## config.mk

```make
export PLATFORM = sky130hd
export DESIGN_NAME = hssc_switch_ctrl
export DESIGN_NICKNAME = d
export VERILOG_FILES = /design/src/hssc_pkg.sv /design/src/hssc_switch_ctrl.sv /design/src/hssc_timer.sv
export VERILOG_INCLUDE_DIRS = /design/src
export SDC_FILE = /design/constraint.sdc
export NUM_CORES = 1
export LEC_CHECK = 0
export ABC_AREA = 1
export BUFFER_PORTS_ARGS = -buffer_cell sky130_fd_sc_hd__buf_4
export CAP_MARGIN = 40
export CORE_ASPECT_RATIO = 0.5
export CORE_MARGIN = 3
export CORE_UTILIZATION = 47
export DETAILED_ROUTE_END_ITERATION = 8
export MAX_ROUTING_LAYER = met4
export PLACE_DENSITY_LB_ADDON = 0.25
export RECOVER_POWER = 100
export SLEW_MARGIN = 20
export SYNTH_ARGS = -nofsm -noshare
export SYNTH_HDL_FRONTEND = slang
export SYNTH_SLANG_ARGS = --single-unit
```

## constraint.sdc

```tcl
create_clock -name ref_clk -period 3.7 [get_ports ref_clk]
set_input_delay 0.555 -clock ref_clk [delete_from_list [all_inputs] [get_ports ref_clk]]
set_output_delay 0.555 -clock ref_clk [all_outputs]
set_load 0.03 [all_outputs]
```

## src/hssc_params.svh

```systemverilog
`ifndef HSSC_PARAMS_SVH
`define HSSC_PARAMS_SVH
// Contract
// - On-time 000 stops timer, outputs low.
// - On-time codes 001-101 pick 0.1-20 ms.
// - On-time 110 stops timer, outputs high.
// - Period codes 000-110 pick 10 ms-2 s.
// - Writing running on-time starts timer automatically.
// - Restart-mode switch clear also clears timer.
// - Reserved bits ignore writes, read zero.
// - Bit 6 clear: overvoltage switches all off.
// - Bit 5 clear: undervoltage switches all off.
// - Bit 4 set restores switches after fault.
// - Switch field codes select output source.
// - Switch fields sit at bits 2:0, 6:4.
// - Overcurrent or overtemperature clears switch field.
// - Resets clear all; restart keeps shutdown 6:4.
// - Wake sample strobe at end of on-time.

// Register addresses on the 7-bit command address.
`define HSSC_ADDR_TMR      7'h0d
`define HSSC_ADDR_SD       7'h10
`define HSSC_ADDR_SELA     7'h14
`define HSSC_ADDR_SELB     7'h15

// Writable masks; everything outside reads as zero.
`define HSSC_MASK_TMR      8'h77
`define HSSC_MASK_SD       8'h70
`define HSSC_MASK_SEL      8'h77
`define HSSC_RST_VAL       8'h00
`define HSSC_RESTART_KEEP  8'h70

// Field positions.
`define HSSC_ON_LSB        4
`define HSSC_PER_LSB       0
`define HSSC_SD_OV_BIT     6
`define HSSC_SD_UV_BIT     5
`define HSSC_SD_REC_BIT    4

// Timer codes with special meaning.
`define HSSC_ON_OFF_LOW    3'h0
`define HSSC_ON_OFF_HIGH   3'h6
`define HSSC_CODE_RSV      3'h7

// Clock rate and timer figures in microseconds.
`define HSSC_CLK_MHZ       10
`define HSSC_T_ON1_US      100
`define HSSC_T_ON2_US      300
`define HSSC_T_ON3_US      1000
`define HSSC_T_ON4_US      10000
`define HSSC_T_ON5_US      20000
`define HSSC_T_PER0_US     10000
`define HSSC_T_PER1_US     20000
`define HSSC_T_PER2_US     50000
`define HSSC_T_PER3_US     100000
`define HSSC_T_PER4_US     200000
`define HSSC_T_PER5_US     1000000
`define HSSC_T_PER6_US     2000000
`endif

```

## src/hssc_pkg.sv

```systemverilog
package hssc_pkg;
  // Output source selection codes of one switch field.
  typedef enum logic [2:0] {
    SRC_OFF  = 3'h0,
    SRC_ON   = 3'h1,
    SRC_TMR1 = 3'h2,
    SRC_TMR2 = 3'h3,
    SRC_FIRST_DUTY_GENERATOR = 3'h4,
    SRC_SECOND_DUTY_GENERATOR = 3'h5
  } hssc_src_t;

  // Cyclic timer states.
  typedef enum logic {TMR_IDLE, TMR_RUN} hssc_tmr_st_t;
endpackage : hssc_pkg

```

## src/hssc_switch_ctrl.sv

```systemverilog
`timescale 1ns/100ps
`include "hssc_params.svh"
module hssc_switch_ctrl import hssc_pkg::*; #(
  parameter int CNT_W       = 25,
  parameter int T2_ON1_CYC  = `HSSC_T_ON1_US * `HSSC_CLK_MHZ,
  parameter int T2_ON2_CYC  = `HSSC_T_ON2_US * `HSSC_CLK_MHZ,
  parameter int T2_ON3_CYC  = `HSSC_T_ON3_US * `HSSC_CLK_MHZ,
  parameter int T2_ON4_CYC  = `HSSC_T_ON4_US * `HSSC_CLK_MHZ,
  parameter int T2_ON5_CYC  = `HSSC_T_ON5_US * `HSSC_CLK_MHZ,
  parameter int T2_PER0_CYC = `HSSC_T_PER0_US * `HSSC_CLK_MHZ,
  parameter int T2_PER1_CYC = `HSSC_T_PER1_US * `HSSC_CLK_MHZ,
  parameter int T2_PER2_CYC = `HSSC_T_PER2_US * `HSSC_CLK_MHZ,
  parameter int T2_PER3_CYC = `HSSC_T_PER3_US * `HSSC_CLK_MHZ,
  parameter int T2_PER4_CYC = `HSSC_T_PER4_US * `HSSC_CLK_MHZ,
  parameter int T2_PER5_CYC = `HSSC_T_PER5_US * `HSSC_CLK_MHZ,
  parameter int T2_PER6_CYC = `HSSC_T_PER6_US * `HSSC_CLK_MHZ
) (
  input  wire logic       ref_clk,
  input  wire logic       nrst,
  input  wire logic       ce,
  input  wire logic       soft_rst,
  input  wire logic       restart_mode,
  input  wire logic       reg_wr,
  input  wire logic       reg_rd,
  input  wire logic [6:0] reg_addr,
  input  wire logic [7:0] reg_wdata,
  input  wire logic       first_timer_lvl,
  input  wire logic       first_duty_lvl,
  input  wire logic       second_duty_lvl,
  input  wire logic       supply_ov,
  input  wire logic       supply_uv,
  input  wire logic [3:0] sw_overcurrent,
  input  wire logic [3:0] sw_overtemp,
  output logic      [7:0] reg_rdata_ff,
  output logic      [3:0] sw_drive_ff,
  output logic            second_timer_sample_ff,
  output logic            supply_shutdown_ff
);
  logic [7:0]       tmr_ff;       // Second timer control register.
  logic [7:0]       sd_ff;        // Supply shutdown control register.
  logic [7:0]       sela_ff;      // Switches one and two source select.
  logic [7:0]       selb_ff;      // Switches three and four source select.
  logic [7:0]       nxt_tmr;      // Next timer register value.
  logic [7:0]       nxt_sd;       // Next shutdown register value.
  logic [7:0]       nxt_sela;     // Next select A value.
  logic [7:0]       nxt_selb;     // Next select B value.
  logic [9:0]       meta_ff;      // First synchroniser stage of the pins.
  logic [9:0]       sync_ff;      // Second synchroniser stage.
  logic             restart_d_ff; // Restart mode level one cycle ago.
  logic             sd_hold_ff;   // Shutdown latched without recovery.
  logic             nxt_sd_hold;  // Next latch value.
  logic             t2_lvl;       // Second timer output level.
  logic             t2_sample;    // Second timer end-of-on-time strobe.
  logic [3:0]       sw_lvl;       // Raw per-switch source level.
  logic [3:0]       nxt_drive;    // Gated per-switch drive.
  logic [11:0]      sw_code;      // All four switch fields side by side.

  // Pins arrive from the analog side, so each passes two flops first.
  wire              ov_s    = sync_ff[9];
  wire              uv_s    = sync_ff[8];
  wire [3:0]        fault_s = sync_ff[7:4] | sync_ff[3:0];

  // Address decoding.
  wire              hit_tmr  = (reg_addr == `HSSC_ADDR_TMR);
  wire              hit_sd   = (reg_addr == `HSSC_ADDR_SD);
  wire              hit_sela = (reg_addr == `HSSC_ADDR_SELA);
  wire              hit_selb = (reg_addr == `HSSC_ADDR_SELB);
  wire              wr_tmr   = reg_wr && hit_tmr;
  wire              wr_sd    = reg_wr && hit_sd;
  wire              wr_sela  = reg_wr && hit_sela;
  wire              wr_selb  = reg_wr && hit_selb;
  wire              restart_entry = restart_mode && !restart_d_ff;

  // Read selection; unmapped addresses answer zero.
  wire [7:0]        rd_val = hit_tmr  ? tmr_ff  :
                             hit_sd   ? sd_ff   :
                             hit_sela ? sela_ff :
                             hit_selb ? selb_ff : `HSSC_RST_VAL;

  // Field views.
  wire [2:0]        on_code  = tmr_ff[`HSSC_ON_LSB +: 3];
  wire [2:0]        per_code = tmr_ff[`HSSC_PER_LSB +: 3];

  // Supply fault shutdown unless its disable bit is set.
  wire              ov_trip = ov_s && !sd_ff[`HSSC_SD_OV_BIT];
  wire              uv_trip = uv_s && !sd_ff[`HSSC_SD_UV_BIT];
  wire              sd_now  = ov_trip || uv_trip;
  wire              sd_rec  = sd_ff[`HSSC_SD_REC_BIT];

  // Candidate select values after a write, masked to the live bits.
  wire [7:0]        sela_w = wr_sela ? (reg_wdata & `HSSC_MASK_SEL) : sela_ff;
  wire [7:0]        selb_w = wr_selb ? (reg_wdata & `HSSC_MASK_SEL) : selb_ff;

  // Second timer counts chosen from the codes.
  wire [CNT_W-1:0]  t2_on_cyc =
      (on_code == 3'h1) ? CNT_W'(T2_ON1_CYC) :
      (on_code == 3'h2) ? CNT_W'(T2_ON2_CYC) :
      (on_code == 3'h3) ? CNT_W'(T2_ON3_CYC) :
      (on_code == 3'h4) ? CNT_W'(T2_ON4_CYC) :
      (on_code == 3'h5) ? CNT_W'(T2_ON5_CYC) : '0;
  wire [CNT_W-1:0]  t2_per_cyc =
      (per_code == 3'h0) ? CNT_W'(T2_PER0_CYC) :
      (per_code == 3'h1) ? CNT_W'(T2_PER1_CYC) :
      (per_code == 3'h2) ? CNT_W'(T2_PER2_CYC) :
      (per_code == 3'h3) ? CNT_W'(T2_PER3_CYC) :
      (per_code == 3'h4) ? CNT_W'(T2_PER4_CYC) :
      (per_code == 3'h5) ? CNT_W'(T2_PER5_CYC) :
      (per_code == 3'h6) ? CNT_W'(T2_PER6_CYC) : '0;

  // Is any switch driven from the second timer.
  function automatic logic uses_t2(input logic [7:0] a, input logic [7:0] b);
    uses_t2 = (a[2:0] == SRC_TMR2) || (a[6:4] == SRC_TMR2) ||
              (b[2:0] == SRC_TMR2) || (b[6:4] == SRC_TMR2);
  endfunction : uses_t2

  // Source multiplexer of one switch; reserved codes stay off.
  // Every level comes in as an argument, so the continuous assignment re-evaluates on each.
  function automatic logic src_lvl(input logic [2:0] code, input logic t2, input logic t1,
                                   input logic p1, input logic p2);
    case (code)
      SRC_ON:   src_lvl = 1'b1;
      SRC_TMR1: src_lvl = t1;
      SRC_TMR2: src_lvl = t2;
      SRC_FIRST_DUTY_GENERATOR: src_lvl = p1;
      SRC_SECOND_DUTY_GENERATOR: src_lvl = p2;
      default:  src_lvl = 1'b0;
    endcase
  endfunction : src_lvl

  // Clearing cyclic-sense switches in restart mode drops the timer too.
  wire              t2_sense_clr = restart_mode && (wr_sela || wr_selb) &&
                                   uses_t2(sela_ff, selb_ff) && !uses_t2(sela_w, selb_w);

  assign sw_code = {selb_ff[6:4], selb_ff[2:0], sela_ff[6:4], sela_ff[2:0]};

  // One mux per switch.
  for (genvar i = 0; i < 4; i++) begin : g_sw
    assign sw_lvl[i] = src_lvl(sw_code[3*i +: 3], t2_lvl, first_timer_lvl,
                               first_duty_lvl, second_duty_lvl);
  end

  // A tripped supply forces every switch off; without recovery it stays off until a select register is written.
  assign nxt_drive = (sd_now || sd_hold_ff) ? 4'h0 : sw_lvl;

  // Register next values; hardware fault clears win over a host write.
  always_comb begin
    nxt_tmr  = tmr_ff;
    nxt_sd   = sd_ff;
    nxt_sela = sela_w;
    nxt_selb = selb_w;
    if (soft_rst) begin
      nxt_tmr  = `HSSC_RST_VAL;
      nxt_sd   = `HSSC_RST_VAL;
      nxt_sela = `HSSC_RST_VAL;
      nxt_selb = `HSSC_RST_VAL;
    end else if (restart_entry) begin
      nxt_tmr  = `HSSC_RST_VAL;
      nxt_sd   = sd_ff & `HSSC_RESTART_KEEP;
      nxt_sela = `HSSC_RST_VAL;
      nxt_selb = `HSSC_RST_VAL;
    end else begin
      if (t2_sense_clr) begin
        nxt_tmr = `HSSC_RST_VAL;
      end else if (wr_tmr) begin
        nxt_tmr = reg_wdata & `HSSC_MASK_TMR;
      end
      if (wr_sd) begin
        nxt_sd = reg_wdata & `HSSC_MASK_SD;
      end
      if (fault_s[0]) nxt_sela[2:0] = 3'h0;
      if (fault_s[1]) nxt_sela[6:4] = 3'h0;
      if (fault_s[2]) nxt_selb[2:0] = 3'h0;
      if (fault_s[3]) nxt_selb[6:4] = 3'h0;
    end
  end

  // Latched shutdown: a new trip wins over the host's rewrite.
  always_comb begin
    nxt_sd_hold = sd_hold_ff;
    if (soft_rst) begin
      nxt_sd_hold = 1'b0;
    end else if (sd_now && !sd_rec) begin
      nxt_sd_hold = 1'b1;
    end else if (sd_rec || wr_sela || wr_selb) begin
      nxt_sd_hold = 1'b0;
    end
  end

  // Two-stage synchroniser for the analog fault pins.
  always_ff @(posedge ref_clk) begin
    if (!nrst) begin
      meta_ff <= '0;
      sync_ff <= '0;
    end else if (ce) begin
      meta_ff <= {supply_ov, supply_uv, sw_overtemp, sw_overcurrent};
      sync_ff <= meta_ff;
    end
  end

  // Register bank; power-on reset clears everything.
  always_ff @(posedge ref_clk) begin
    if (!nrst) begin
      tmr_ff       <= `HSSC_RST_VAL;
      sd_ff        <= `HSSC_RST_VAL;
      sela_ff      <= `HSSC_RST_VAL;
      selb_ff      <= `HSSC_RST_VAL;
      restart_d_ff <= 1'b0;
      sd_hold_ff   <= 1'b0;
    end else if (ce) begin
      tmr_ff       <= nxt_tmr;
      sd_ff        <= nxt_sd;
      sela_ff      <= nxt_sela;
      selb_ff      <= nxt_selb;
      restart_d_ff <= restart_mode;
      sd_hold_ff   <= nxt_sd_hold;
    end
  end

  // Output flops; read data holds until the next read.
  always_ff @(posedge ref_clk) begin
    if (!nrst) begin
      reg_rdata_ff           <= `HSSC_RST_VAL;
      sw_drive_ff            <= 4'h0;
      second_timer_sample_ff <= 1'b0;
      supply_shutdown_ff     <= 1'b0;
    end else if (ce) begin
      if (reg_rd) reg_rdata_ff <= rd_val;
      sw_drive_ff            <= nxt_drive;
      second_timer_sample_ff <= t2_sample;
      supply_shutdown_ff     <= sd_now || sd_hold_ff;
    end
  end

  // The second timer; a write to its register restarts the period.
  hssc_timer #(
    .CNT_W (CNT_W)
  ) u_timer (
    .ref_clk   (ref_clk),
    .nrst      (nrst),
    .ce        (ce),
    .start     (wr_tmr),
    .on_code   (on_code),
    .per_code  (per_code),
    .on_cyc    (t2_on_cyc),
    .per_cyc   (t2_per_cyc),
    .lvl_ff    (t2_lvl),
    .sample_ff (t2_sample)
  );
endmodule : hssc_switch_ctrl

```

## src/hssc_timer.sv

```systemverilog
`timescale 1ns/100ps
`include "hssc_params.svh"
module hssc_timer import hssc_pkg::*; #(
  parameter int CNT_W = 25
) (
  input  wire logic             ref_clk,
  input  wire logic             nrst,
  input  wire logic             ce,
  input  wire logic             start,
  input  wire logic [2:0]       on_code,
  input  wire logic [2:0]       per_code,
  input  wire logic [CNT_W-1:0] on_cyc,
  input  wire logic [CNT_W-1:0] per_cyc,
  output logic                  lvl_ff,
  output logic                  sample_ff
);
  hssc_tmr_st_t     st_ff;      // Idle or counting.
  hssc_tmr_st_t     nxt_st;     // Next state.
  logic [CNT_W-1:0] cnt_ff;     // Position inside the period.
  logic [CNT_W-1:0] nxt_cnt;    // Next position.
  logic             nxt_lvl;    // Next output level.
  logic             nxt_sample; // Next sample strobe.
  wire              run_ok;     // A running on-time and a legal period.

  // Reserved codes never run the timer.
  assign run_ok = (on_code != `HSSC_ON_OFF_LOW) && (on_code != `HSSC_ON_OFF_HIGH) &&
                  (on_code != `HSSC_CODE_RSV) && (per_code != `HSSC_CODE_RSV);

  // Next-state logic; a write restarts the period at its start.
  always_comb begin
    nxt_st     = st_ff;
    nxt_cnt    = cnt_ff;
    nxt_sample = 1'b0;
    case (st_ff)
      TMR_IDLE: begin
        nxt_cnt = '0;
        if (run_ok) begin
          nxt_st  = TMR_RUN;
          nxt_cnt = CNT_W'(1);
        end
      end
      TMR_RUN: begin
        if (!run_ok) begin
          nxt_st  = TMR_IDLE;
          nxt_cnt = '0;
        end else if (start) begin
          nxt_cnt = '0;
        end else if (cnt_ff >= per_cyc - CNT_W'(1)) begin
          nxt_cnt = '0;
        end else begin
          nxt_cnt = cnt_ff + CNT_W'(1);
        end
        nxt_sample = run_ok && (cnt_ff == on_cyc - CNT_W'(1));
      end
      default: nxt_st = TMR_IDLE;
    endcase
    // Static codes hold the output without counting.
    if (!run_ok) begin
      nxt_lvl = (on_code == `HSSC_ON_OFF_HIGH);
    end else if (st_ff == TMR_IDLE) begin
      nxt_lvl = 1'b1;
    end else begin
      nxt_lvl = (cnt_ff < on_cyc);
    end
  end

  // State registers.
  always_ff @(posedge ref_clk) begin
    if (!nrst) begin
      st_ff     <= TMR_IDLE;
      cnt_ff    <= '0;
      lvl_ff    <= 1'b0;
      sample_ff <= 1'b0;
    end else if (ce) begin
      st_ff     <= nxt_st;
      cnt_ff    <= nxt_cnt;
      lvl_ff    <= nxt_lvl;
      sample_ff <= nxt_sample;
    end
  end
endmodule : hssc_timer

```

==> out/qor.yml <==
outcome: "finished with violations"
violations: "capacitance limit"
ys_ff_latch: 84
final_util: 0.537
crit_required_ps: 3970
drc: 0
netlist_instances: 896
worst_slack_ps: 362
yosys-top-cells-area: "dfxtp_1 (29%), nand2_1 (13%), ha_1 (7.7%), nor2_1 (7.2%), a21oi_1 (6.6%)"
grt_pass1_wl_um: 27400
setup.worst_path.end_class: "flop"
clk-insertion-delay-late_ps: 350
reg2regPathDepth: 18
final_area_mm2: 0.00641
fp.dieW_um: 163
wirelength_um: 16200
io_pins: 49
internal-power_mw: 1.53
synth-async-reset-ratio: 0
vias: 5933
hold_path_class: "input pin to flop"
fmax_mhz: 300
rows: 28
min_to: "meta_ff[0]"
skew_ps: 8.58
yosysSeqAreaShare: 0.289
drt_first_iter_violations: 459
root_buffer: "clkbuf_16"
total_power_mw: 2.22
power.leakage_nw: 2.71
synth-warning-count: 0
synth_top_cell_area_share: 0.289
drv_cap: 1
antenna_cells: 0
setup_tns_ps: 0
grt_usage: 0.251
whs_ps: 419
cts_resized: 0
min_path_cells: 3
antenna_found_initial: 0
gp_congestion: 0.927
dpl_cell_area_mm2: 0.00625
die-height_um: 84.7
io_buffer_count: 46
clk_pin_slew_ps: 70
period_needed_ps: 3340
drive_above_1_share: 0.0902
powerDensity_mw_per_mm2: 347
slew_viol_final: 0
rsz0062_at_grt: "no"
grt_pass1_vias: 5609
reg2reg_slack_ps: 360
cp_data_arrival_time_ps: 3610
layout_common_cells: "nand2_1 (209), nor2_1 (114), inv_1 (95)"
viasPerCell: 5.41
nFillCells: 1262
synth-main-ff-cell: "dfxtp_1"
critPathLaunchType: "flop"
syn_to_final_growth_pct: 10.3
fp.coreArea_mm2: 0.0119
wl_per_cell_um: 14.8
dp.cells: 1080
grt_max_degree: 48
dp_hpwl_um: 12000
htree_levels: 3
combPwrFrac: 0.147
overflow: 0
synth_area_per_cell_um2: 6.49
slew_headroom: 0.00498
tritoncts.num_buffers: 9
drt-pass1-iter-count: 5
final_nets: 997
cts_sinks: 84
setup_viol: 0
hold_viol_final: 0
cts_tree: "built"
finalCritPeriodShare: 0.902
criticalPathCategory: "flop to flop"
cp_max_fo: 24
cts_setup_buffers: 0
rr_endpoint: "u_timer.cnt_ff[6]"
p_sw_mw: 0.695
yosysUniqueCellTypes: 47
yosysTopAreaCell: "dfxtp_1"
pre_cts_slack_ps: 396
stdcell_count: 1096
clockBufferDepth: 2
r2r-start: "tmr_ff[0]"
clock_power_share: 0.421
p_seq_frac: 0.431
worstMarginPinSlew_ps: 1490
dieArea_mm2: 0.0138
final_common_cell: "nand2_1"
syn_nets: 967
synth_edf_count: 0
start_util: 0.487
switching_share: 0.313
hp-start: "sw_overcurrent[0]"
synth_area_mm2: 0.00581
holdBufCountCts: 0
antenna_left: 0
ir_drop_mv: 0.237
-- synthesized netlist by cell type (2+ instances only) --
cell      count
o22ai_1       2
o21ai_0      61
nand3_2      11
o21ai_1       6
xnor2_1       3
nand4_1      19
a211oi_1      3
xor2_1       15
buf_1         2
nand3_1      42
a21oi_2       5
nand2_1     206
inv_1        95
nor3_1       19
nand2_4       3
o221ai_1      3
nor4_1        8
nor2_4        4
or2_2         4
clkbuf_1     19
buf_2         5
nand2_2       6
o31ai_1       4
ha_1         36
dfxtp_1      84
a31oi_1       5
nor2_1      111
nor2_2        6
buf_6         2
o211ai_1      5
a21oi_1      77
inv_2        10
-- how the worst max path moves through the flow --
stage / start / endpoint / slack, ps / cells past startpoint
after floorplan: tmr_ff[2] / u_timer.cnt_ff[23] / 990 / 19
after CTS: tmr_ff[0] / u_timer.cnt_ff[6] / 380 / 18
after global routing: tmr_ff[0] / u_timer.cnt_ff[20] / 50 / 19
after global placement: tmr_ff[0] / u_timer.cnt_ff[24] / 430 / 18
final: tmr_ff[0] / u_timer.cnt_ff[6] / 360 / 18
after detailed placement: tmr_ff[0] / u_timer.cnt_ff[6] / 400 / 18
-- state kept, by name, summed over array words and instances (netlist names) --
name and count:
sd_ff 3, u_timer.st_ff 1, sd_hold_ff 1, sync_ff 10, sw_drive_ff 4, reg_rdata_ff 7, supply_shutdown_ff 1, second_timer_sample_ff 1
u_timer.sample_ff 1, u_timer.cnt_ff 25, selb_ff 6, sela_ff 6, u_timer.lvl_ff 1, meta_ff 10, tmr_ff 6, restart_d_ff 1
-- power by group through the flow --
| stage | sequential [mW] | combinational [mW] | clock (mW) |
|---|---|---|---|
| 6_report | 0.959 | 0.328 | 0.937 |
| 5_1_grt | 0.963 | 0.373 | 0.993 |
| 4_1_cts | 0.958 | 0.336 | 0.950 |
| 3_5_place_dp | 0.979 | 0.334 | 0 |
| 3_3_place_gp | 0.979 | 0.328 | 0 |
| 2_1_floorplan | 0.976 | 0.234 | 0 |
-- metal layers --
layer  up-vias  share of wire  track usage
met2       176           0.45        0.391
li1       3016              -            -
met5         -              0            -
met4         0          0.018       0.0737
met1      2714           0.47        0.334
met3        27          0.061       0.0458
-- worst max-delay path, cell delays in order, from the launching register on --
cell and delay, ps:
dfxtp_1 470, inv_1 130, nor2_1 180, inv_1 80
ha_1 220, inv_1 100, nor2_1 60, o21ai_0 330
o31ai_1 130, inv_1 80, ha_1 240, nand4_1 150
nor2_1 60, nand3_1 60, and3_1 210, nand2_1 140
nor2_8 320, o21ai_0 150, a21oi_1 160
-- layout make-up --
type | count | area, µm² | share of cell area
Clock buffer | 9 | 225 | 0.0351
Inverter | 107 | 403 | 0.0628
Timing Repair Buffer | 48 | 304 | 0.0474
Sequential cell | 84 | 1680 | 0.262
Tap cell | 165 | 206 | 0.0322
Clock inverter | 7 | 81.3 | 0.0127
Multi-Input combinational cell | 676 | 3510 | 0.548
-- cells by family after synthesis --
logic type,Yosys count,synth area share
flip-flops,84,0.289
buffers and inverters,136,0.0923
adder cells (fa/ha/maj),36,0.0775
AO/OA/AOI/OAI,177,0.168
XOR/XNOR,18,0.0271
AND/OR/NAND/NOR,445,0.346
No activity file was read; power rests on OpenSTA's default activity.
